==> src/design/rcc_consts.svh <==
/*
  Offsets, reset values, field positions and codes of the redriver
  channel configuration bank.
  Assumes it is included by the bank's package users and modules.
*/
`ifndef RCC_CONSTS_SVH
`define RCC_CONSTS_SVH

// ==========================================================
// Register offsets
`define RCC_OFS_PD 8'h04
`define RCC_OFS_RX2 8'h05
`define RCC_OFS_TX2 8'h06
`define RCC_OFS_TX1 8'h07
`define RCC_OFS_RX1 8'h08
`define RCC_OFS_THR 8'h0c
`define RCC_OFS_LANE_FIRST 8'h05
`define RCC_OFS_LANE_LAST 8'h08

// ==========================================================
// Reset values
`define RCC_RST_PD 8'h0d
`define RCC_RST_LANE 8'h07
`define RCC_RST_THR 8'h58
`define RCC_DUMMY_RD 8'hff

// ==========================================================
// Field positions
`define RCC_PD_RX1 7
`define RCC_PD_TX1 6
`define RCC_PD_TX2 5
`define RCC_PD_RX2 4
`define RCC_PD_POL 1
`define RCC_THR_HI 7
`define RCC_THR_LO 6
`define RCC_HPD_EN_N 2
`define RCC_AUX_EN_N 1
`define RCC_EQ_HI 7
`define RCC_EQ_LO 4
`define RCC_FG_HI 3
`define RCC_FG_LO 2
`define RCC_SW_HI 1
`define RCC_SW_LO 0

// ==========================================================
// Threshold codes
`define RCC_VTH_50MV 2'h0
`define RCC_VTH_65MV 2'h1
`define RCC_VTH_80MV 2'h2
`define RCC_VTH_95MV 2'h3

`endif

==> src/design/rcc_pkg.sv <==
/*
  Types shared by the redriver channel configuration bank.
  Assumes nothing of its surroundings.
*/
package rcc_pkg;

  // ==========================================================
  // Carriers
  typedef logic [7:0] rcc_byte_t;

  typedef struct packed {
    logic [3:0] eq;
    logic [1:0] flat_gain;
    logic [1:0] swing;
  } rcc_lane_cfg_s;

  typedef struct packed {
    logic wr;
    logic rd;
    rcc_byte_t addr;
    rcc_byte_t data;
  } rcc_req_s;

  typedef struct packed {
    logic valid;
    rcc_byte_t data;
  } rcc_rsp_s;

endpackage : rcc_pkg

==> src/design/rcc_config_regs.sv <==
/*
  Channel configuration register bank of the redriver: power-down
  overrides, hot-plug polarity, per-lane equalizer, flat gain and
  swing, detector threshold and feature enables.
  Assumes a byte-level request port driven by the serial slave
  engine on the same clock, one request per cycle at most.
*/
`timescale 1ns/1ps
`default_nettype none
`include "rcc_consts.svh"

module rcc_config_regs
  import rcc_pkg::*;
(
  // Clock and reset
  input wire logic clock,
  input wire logic srst,
  // Register request from the serial slave engine
  input wire rcc_req_s req,
  // Register answer
  output rcc_rsp_s rsp,
  // Hot-plug pin
  input wire logic hotplug_detect_input,
  output logic hotplug_detected,
  // Power-down overrides and hot-plug polarity
  output logic force_off_rx_lane1,
  output logic force_off_tx_lane1,
  output logic force_off_tx_lane2,
  output logic force_off_rx_lane2,
  output logic hotplug_input_polarity,
  // Lane signal settings
  output rcc_lane_cfg_s rx_lane2_cfg,
  output rcc_lane_cfg_s tx_lane2_cfg,
  output rcc_lane_cfg_s tx_lane1_cfg,
  output rcc_lane_cfg_s rx_lane1_cfg,
  // Threshold and feature enables
  output logic [1:0] signal_detect_threshold,
  output logic hotplug_pin_enable_n,
  output logic aux_listener_enable
);

  // ==========================================================
  // Functions
  function automatic rcc_lane_cfg_s unpack_lane(input rcc_byte_t b);
    rcc_lane_cfg_s c;
    c.eq = b[`RCC_EQ_HI:`RCC_EQ_LO];
    c.flat_gain = b[`RCC_FG_HI:`RCC_FG_LO];
    c.swing = b[`RCC_SW_HI:`RCC_SW_LO];
    return c;
  endfunction : unpack_lane

  function automatic logic is_lane(input rcc_byte_t a);
    return (a >= `RCC_OFS_LANE_FIRST) && (a <= `RCC_OFS_LANE_LAST);
  endfunction : is_lane

  function automatic logic lane_fields_ok(input rcc_lane_cfg_s c,
                                          input rcc_byte_t b);
    return (c.eq == b[`RCC_EQ_HI:`RCC_EQ_LO]) &&
      (c.flat_gain == b[`RCC_FG_HI:`RCC_FG_LO]) &&
      (c.swing == b[`RCC_SW_HI:`RCC_SW_LO]);
  endfunction : lane_fields_ok

  // ==========================================================
  // Storage
  // Lane bytes sit in one array, index 0 at the first lane byte.
  rcc_byte_t pd_q;
  rcc_byte_t thr_q;
  rcc_byte_t lane_q [4];
  rcc_rsp_s rsp_q;

  // ==========================================================
  // Address decode
  wire logic hit_pd = (req.addr == `RCC_OFS_PD);
  wire logic hit_thr = (req.addr == `RCC_OFS_THR);
  wire logic hit_lane = is_lane(req.addr);
  wire rcc_byte_t lane_ofs = req.addr - `RCC_OFS_LANE_FIRST;
  wire logic [1:0] lane_idx = lane_ofs[1:0];
  // Everything else, reserved bytes included, is the dummy slot.
  wire logic hit_none = !(hit_pd || hit_thr || hit_lane);

  wire logic wr_pd = req.wr && hit_pd;
  wire logic wr_thr = req.wr && hit_thr;
  wire logic wr_lane = req.wr && hit_lane;

  // ==========================================================
  // Read selection
  wire rcc_byte_t rd_sel =
    hit_pd ? pd_q :
    hit_thr ? thr_q :
    hit_lane ? lane_q[lane_idx] :
    `RCC_DUMMY_RD;

  // ==========================================================
  // Register update
  // A write lands at the edge that takes it; a read in the same
  // cycle still sees the old byte, which keeps the mux shallow.
  always_ff @(posedge clock)
  begin
    if (srst)
    begin
      pd_q <= `RCC_RST_PD;
      thr_q <= `RCC_RST_THR;
      for (int i = 0; i < 4; i++)
        lane_q[i] <= `RCC_RST_LANE;
    end
    else
    begin
      if (wr_pd)
        pd_q <= req.data;
      if (wr_thr)
        thr_q <= req.data;
      if (wr_lane)
        lane_q[lane_idx] <= req.data;
    end
  end

  // ==========================================================
  // Read answer
  always_ff @(posedge clock)
  begin
    if (srst)
      rsp_q <= '0;
    else
    begin
      rsp_q.valid <= req.rd;
      if (req.rd)
        rsp_q.data <= rd_sel;
    end
  end

  assign rsp = rsp_q;

  // ==========================================================
  // Controls toward the analog channels
  assign force_off_rx_lane1 = pd_q[`RCC_PD_RX1];
  assign force_off_tx_lane1 = pd_q[`RCC_PD_TX1];
  assign force_off_tx_lane2 = pd_q[`RCC_PD_TX2];
  assign force_off_rx_lane2 = pd_q[`RCC_PD_RX2];
  assign hotplug_input_polarity = pd_q[`RCC_PD_POL];
  assign rx_lane2_cfg = unpack_lane(lane_q[0]);
  assign tx_lane2_cfg = unpack_lane(lane_q[1]);
  assign tx_lane1_cfg = unpack_lane(lane_q[2]);
  assign rx_lane1_cfg = unpack_lane(lane_q[3]);
  assign signal_detect_threshold =
    thr_q[`RCC_THR_HI:`RCC_THR_LO];
  assign hotplug_pin_enable_n = thr_q[`RCC_HPD_EN_N];
  assign aux_listener_enable = !thr_q[`RCC_AUX_EN_N];

  // ==========================================================
  // Hot-plug pin
  rcc_hotplug_sync u_hotplug (
    .clock(clock),
    .srst(srst),
    .hotplug_detect_input(hotplug_detect_input),
    .hotplug_input_polarity(hotplug_input_polarity),
    .hotplug_pin_enable_n(hotplug_pin_enable_n),
    .hotplug_detected(hotplug_detected)
  );
endmodule : rcc_config_regs

`default_nettype wire

==> src/design/rcc_hotplug_sync.sv <==
/*
  Hot-plug-detect pin conditioning: three-stage synchroniser,
  polarity selection and pin enable.
  Assumes the pin is asynchronous to clock.
*/
`timescale 1ns/1ps
`default_nettype none

module rcc_hotplug_sync
  import rcc_pkg::*;
(
  // Clock and reset
  input wire logic clock,
  input wire logic srst,
  // Pin
  input wire logic hotplug_detect_input,
  // Control
  input wire logic hotplug_input_polarity,
  input wire logic hotplug_pin_enable_n,
  // Result
  output logic hotplug_detected
);

  logic [2:0] sync_q;
  logic level_q;
  logic det_q;
  wire logic agree = (sync_q[1] == sync_q[2]);
  wire logic det_d = !hotplug_pin_enable_n &&
    (level_q ^ hotplug_input_polarity);

  // ==========================================================
  // Synchroniser and filter
  // A level counts only once two late stages agree, so a glitch
  // caught by the first stage never reaches the output.
  always_ff @(posedge clock)
  begin
    if (srst)
    begin
      sync_q <= 3'h0;
      level_q <= 1'b0;
      det_q <= 1'b0;
    end
    else
    begin
      sync_q <= {sync_q[1:0], hotplug_detect_input};
      if (agree)
        level_q <= sync_q[2];
      det_q <= det_d;
    end
  end

  assign hotplug_detected = det_q;
endmodule : rcc_hotplug_sync

`default_nettype wire

==> config.mk <==
export PLATFORM = sky130hd
export DESIGN_NAME = rcc_config_regs
export DESIGN_NICKNAME = d
export VERILOG_FILES = /design/src/design/rcc_pkg.sv /design/src/design/rcc_config_regs.sv /design/src/design/rcc_hotplug_sync.sv
export VERILOG_INCLUDE_DIRS = /design/src /design/src/design
export SDC_FILE = /design/constraint.sdc
export NUM_CORES = 1
export LEC_CHECK = 0
export BUFFER_PORTS_ARGS = -buffer_cell sky130_fd_sc_hd__buf_4
export CORE_ASPECT_RATIO = 0.6
export CORE_MARGIN = 5
export CORE_UTILIZATION = 53
export CTS_CLUSTER_DIAMETER = 200
export CTS_CLUSTER_SIZE = 28
export DETAILED_ROUTE_END_ITERATION = 8
export PLACE_DENSITY_LB_ADDON = 0.2
export SYNTH_ARGS = -nofsm -noshare
export SYNTH_HDL_FRONTEND = slang
export SYNTH_HIERARCHICAL = 1
export SYNTH_SLANG_ARGS = --single-unit
==> constraint.sdc <==
create_clock -name clock -period 3.39 [get_ports clock]
set_input_delay 0.8475 -clock clock [delete_from_list [all_inputs] [get_ports clock]]
set_output_delay 0.8475 -clock clock [all_outputs]
set_load 0.01 [all_outputs]
==> results of run 1 <==
==> per-stage QoR <==
step | power, mW | worst slack (ns) | instance area [um2] | instances | hold WS [ns]
2_1_floorplan | 0.9565 | 0.5869 | 2908 | 237 | 0.4138
3_3_place_gp | 1.051 | 0.5932 | 3471 | 364 | 0.4179
3_5_place_dp | 1.055 | 0.4975 | 3471 | 364 | 0.4410
4_1_cts | 1.569 | 0.8541 | 3627 | 380 | 0.4548
5_1_grt | 1.625 | 0.7594 | 3627 | 380 | 0.4708
6_report | 1.558 | 0.8343 | 3627 | 380 | 0.4511
==> worst reg2reg max path, delay by kind of cell, from the launching register on <==
family           cells  cell delay (ns)
multiplexers         1             0.49
flip-flops           1             0.42
AND/OR/NAND/NOR      1             0.24
AO/OA/AOI/OAI        1             0.13
==> power breakdown <==
group | internal, mW | switching, mW
combinational | 0.0970 | 0.101
clock | 0.255 | 0.266
sequential | 0.820 | 0.0191
==> layout make-up <==
cell class | count | share of cell area, %
tap | 66 | 2.277
sequential | 62 | 43.05
inverter | 5 | 0.5174
multi-input combinational | 155 | 34.12
clock buffer | 10 | 3.518
clock inverter | 6 | 0.7934
timing repair buffer | 76 | 15.73
==> kinds of logic (layout without fill, tap and decap cells) <==
family	after synthesis	count (layout)
simple gates	91	91
flops	62	62
compound gates	42	42
buf+inv	20	97
mux	18	18
fa+ha+maj	3	3
xor+xnor	1	1
==> per-layer routing <==
metal / global-route usage [%] / up-vias
met4: 5.008 / 0
met3: 7.736 / 5
met2: 30.87 / 75
li1: - / 1000
met1: 29.43 / 1012
met5: 0 / -
==> flip-flops by register name (all words and copies together), names as in the netlist <==
signal                      flops
u_hotplug/sync_q                3
lane_q                         32
pd_q                            8
u_hotplug/level_q               1
u_hotplug/hotplug_detected      1
rsp                             9
thr_q                           8
==> Yosys cell counts, drive strengths merged <==
cell type   n
a21boi      8
edfxtp     32
a211o       6
mux2i      10
o22ai       8
a31o        1
inv         5
and2       20
clkbuf      7
nor3       11
a21oi       1
a31oi       1
buf         8
mux4        8
a21o        8
dfxtp      30
o21ai       1
nand2b     15
and3b       1
xnor2       1
nor4        5
nor2       13
o21bai      8
nand2      12
ha          3
nor2b      10
or2         3
or4         1
==> path summary, 6_finish.rpt <==
| path | startpoint | end | slack (ns) | cells after the start |
|---|---|---|---|---|
| worst min-delay path | u_hotplug/sync_q[0] | u_hotplug/sync_q[1] | 0.45 | 1 |
| worst min register to register | u_hotplug/sync_q[0] | u_hotplug/sync_q[1] | 0.45 | 1 |
| worst max register to register | lane_q[0][1] | rsp[1] | 1.99 | 3 |
| worst max-delay path | req[13] | thr_q[3] | 0.83 | 5 |
==> reports/results.tsv, run 1 <==
stage	metric	value	unit
die	Die ar.	7116	um2
sta	actual slew at the worst max-slew pin	0.7533	ns
logic_synthesis	Seq cells post-synth	62	
clocking	Clock Sinks	62	
route	Initial DRC Count	117	
sta	final worst-path cycle share	75.39	%
layout	layout overhead on the synthesized area	24.74	%
sta	max frequency	0.3913	GHz
worst_setup_path	critical-path maximum fanout	17	
power_and_ir_drop	Peak VDD IR	0.0003085	V
logic_synthesis	largest family of logic cells by synthesized area	simple AND/OR/NAND/NOR gates	
layout	multi-input combinational cell area	1237	um2
logic_synthesis	top cells by area, synth	edfxtp_1 33%, dfxtp_1 21%, mux4_2 6.2%	
die	area of the core	5180	um2
global_routing	initial antenna violation count	0	
sta	Layout Skew	0.004631	ns
run	Max Cap Viol	0	
logic_synthesis	mean post-synth cell area	12.27	um2
worst_setup_path	critical path's top delay family	simple AND/OR/NAND/NOR gates	
global_routing	vias in the first global route	2133	
worst_setup_path	kind of critical path	input port to flip-flop	
logic_synthesis	Seq/Total Area, Yosys	53.70	%
logic_synthesis	Cell variety after synth	32	
layout	layout cells sized above 1	35.03	%
sta	RSZ-0062 raised after global routing	false	
power_and_ir_drop	pwr dens	429.6	nW/um2
placed_design	I/O Buffers	71	
route	met2 WL	2981	um
global_routing	first-pass GRT wire length	11060	um
route	routed wire length	6935	um
sta	TNS Setup	0	ns
worst_setup_path	WP buf/inv	1	
worst_setup_path	Critical Path RT	3.61	ns
route	routed vias/inst	5.505	
logic_synthesis	simple logic cell fraction of the synthesized area	20.52	%
placed_design	Detail Placement HPWL	5070	um
die	initial core utilization	56.14	%
die	Chip Width	105.6	um
clocking	CTS Hold Bufs	0	
global_routing	GRT Overall Usage	20.91	%
worst_setup_path	worst path arrival time	2.77	ns
power_and_ir_drop	leak pwr	1.429	nW
hold_path	HP Class	flip-flop to flip-flop	
clocking	post-cts resize count	0	
worst_setup_path	crit path capture type	flip-flop	
layout	# fillers	421	
worst_setup_path	Crit-path slowest cell	or4_4	
placed_design	RD Place Congestion	0.7762	
layout	number of diodes	0	
route	Met1 Wirelength	3361	um
clocking	Post-CTS Setup Bufs	0	
layout	most frequent cells in the layout	76 x buf_4, 32 x edfxtp_1, 30 x dfxtp_1	
die	I/O pins	72	
logic_synthesis	area leader, netlist	edfxtp_1	
sta	setup violators final	0	
layout	Storage cell area	1562	um2
route	Detailed Routing Iterations Pass 1	4	
clocking	number of buffers created by CTS	9	
logic_synthesis	Post-Synthesis Cells	237	
route	vias	2092	
worst_setup_path	CP Launch Type	input port	
logic_synthesis	Adder-Cell Fraction of Synth Area	1.291	%
global_routing	total gr overflow	0	
clocking	Skew-Pair Late Insertion Delay	0.33	ns
route	DR top layer	met4	
route	Met3 Routed Length	538	um
logic_synthesis	Mapped Area	2908	um2
route	WL/cell	18.25	um
layout	Nets	333	
route	Final ANT Viol Nets	0	
clocking	clock-pin transition on the worst setup and hold timing paths	0.06	ns
layout	commonest non-fill, non-tap cell in the layout	buf_4	
sta	final hold violations	0	
sta	Worst slew margin	49.40	%
sta	Final Slew Violations	0	
clocking	H-tree depth	3	
die	Rows	20	
layout	final core occ	70.02	%
logic_synthesis	XOR/XNOR share of the synthesized area	0.3012	%
clocking	clock root cell	clkbuf_8	
worst_setup_path	crit-path max cell delay	0.70	ns
global_routing	pin count of the biggest net entering global routing	36	
logic_synthesis	syn nets	261	
worst_setup_path	crit path cell chain	buf_4, or4_4, nor4_4, nor2b_1, a211o_1	
logic_synthesis	YS warnings	6	
die	Die H	67.38	um
outcome	outcome	finished clean	
clocking	clk buf depth	2	
logic_synthesis	complex-gate fraction of the synthesized area	10.80	%
logic_synthesis	post-synthesis mux area share	9.639	%
route	DRC errors left	0	
clocking	CTS tree	yes	
logic_synthesis	Yosys top cell area share	33.05	%
sta	Final min period	2.556	ns
(Power assumes the default switching activity.)
==> inputs of run 2 (changes only) <==
clock period = 2.5 ns   (was 3.39 ns; I/O delays follow)
==> run 2 against run 1 <==
Effect of this change:
- cell count grew 1.6%
- sequential cell count is the same
- utilization grew 2.5 points
- clock skew grew 0.0023 ns
- clock-buffer cell count grew 4
==> reports/results.tsv, run 2 (synthesis results as in run 1) <==
stage	metric	value	unit
placed_design	I/O Buffers	71	
clocking	CTS tree	yes	
layout	layout overhead on the synthesized area	29.13	%
power_and_ir_drop	Pwr Total	2.295	mW
sta	Layout Skew	0.006894	ns
clocking	Post-CTS Setup Bufs	0	
clocking	Skew-Pair Late Insertion Delay	0.34	ns
power_and_ir_drop	leak pwr	1.496	nW
worst_setup_path	crit-path max cell delay	0.70	ns
clocking	H-tree depth	3	
clocking	CTS Hold Bufs	0	
outcome	outcome	finished clean	
clocking	clk buf depth	2	
placed_design	Detail Placement HPWL	5170	um
global_routing	total gr overflow	0	
worst_setup_path	worst path arrival time	2.06	ns
power_and_ir_drop	Peak VDD IR	0.0003935	V
run	Max Cap Viol	0	
worst_setup_path	CP Launch Type	input port	
placed_design	Worst Setup Slack post-DPL	0.1196	ns
layout	layout cells sized above 1	37.19	%
route	WL/cell	18.34	um
route	Final ANT Viol Nets	0	
worst_setup_path	kind of critical path	input port to flip-flop	
die	initial core utilization	56.14	%
worst_setup_path	Crit-path slowest cell	or4_4	
worst_setup_path	WP buf/inv	1	
layout	commonest non-fill, non-tap cell in the layout	buf_4	
worst_setup_path	critical-path maximum fanout	17	
sta	RSZ-0062 raised after global routing	false	
clocking	number of buffers created by CTS	9	
sta	final hold violations	0	
route	routed wire length	7078	um
layout	most frequent cells in the layout	80 x buf_4, 32 x edfxtp_1, 30 x dfxtp_1	
sta	actual slew at the worst max-slew pin	0.4523	ns
sta	final worst-path cycle share	81.59	%
sta	Final WS setup	0.4602	ns
global_routing	initial antenna violation count	0	
clocking	Clock Sinks	62	
route	vias	2171	
sta	Worst slew margin	69.85	%
worst_setup_path	crit path capture type	flip-flop	
route	routed vias/inst	5.624	
die	Die H	67.38	um
die	Rows	20	
clocking	clock root cell	clkbuf_8	
placed_design	RD Place Congestion	0.7963	
die	I/O pins	72	
die	Die ar.	7116	um2
global_routing	pin count of the biggest net entering global routing	35	
sta	max frequency	0.4902	GHz
route	Detailed Routing Iterations Pass 1	4	
worst_setup_path	Critical Path RT	2.52	ns
clocking	post-cts resize count	0	
clocking	clock-pin transition on the worst setup and hold timing paths	0.06	ns
route	DRC errors left	0	
power_and_ir_drop	pwr dens	611.2	nW/um2
hold_path	HP Class	flip-flop to flip-flop	
layout	largest register by flop count	lane_q	
sta	setup violators final	0	
layout	number of diodes	0	
global_routing	vias in the first global route	2210	
die	area of the core	5180	um2
layout	max reg flops	32	
sta	Final Slew Violations	0	
die	Chip Width	105.6	um
sta	TNS Setup	0	ns
sta	Final min period	2.040	ns
layout	Nets	339	
worst_setup_path	crit path cell chain	buf_4, or4_4, nor4_4, or2_2	
route	Initial DRC Count	140	
global_routing	GRT Overall Usage	21.86	%
worst_setup_path	critical path's top delay family	simple AND/OR/NAND/NOR gates	
global_routing	first-pass GRT wire length	11540	um
run 2: changes by cell type in the layout (fill, tap and decap cells not counted), sizes merged:
cell	before	now
clkinvlp	1	0
inv	5	6
buf	76	82
clkinv	5	1
clkbuf	10	14
run 2: report_power, final:
part	internal, mW	switching (mW)	total, mW
registers	1.11	0.0256	1.14
clock network	0.501	0.378	0.879
logic	0.136	0.141	0.278
run 2: worst paths after layout:
kind,slack (ns),startpoint,endpoint,depth (start not counted)
worst min register to register,0.44,u_hotplug/sync_q[0],u_hotplug/sync_q[1],1
worst max-delay path,0.46,req[13],lane_q[1][7],4
worst min-delay path,0.44,u_hotplug/sync_q[0],u_hotplug/sync_q[1],1
worst max register to register,1.10,lane_q[1][4],rsp[4],3
run 2: layer usage:
layer	vias to the layer above	share of wire (%)	global-route usage, %
met5	-	0	0
met2	105	43	32.78
li1	1010	-	-
met1	1045	45	29.92
met4	0	1.3	5.493
met3	11	10	8.691
run 2: stage by stage:
stage          utilization [%]  instance area, um2  std cells  hold slack, ns
6_report                 72.49                3755        386          0.4403
5_1_grt                  72.49                3755        386          0.4628
4_1_cts                  72.49                3755        386          0.4470
3_5_place_dp             68.53                3550        370          0.4319
3_3_place_gp             68.53                3550        370          0.4183
2_1_floorplan                -                2918        237          0.4138
run 2: area by class of cell:
class / instances / area [um2]
clock buffers: 14 / 193.9
clock inverters: 2 / 11.26
fillers: 379 / 1425
inverters: 5 / 18.77
multi-input cells: 155 / 1246
flip-flops and latches: 62 / 1562
well taps: 66 / 82.58
repair buffers: 82 / 640.6
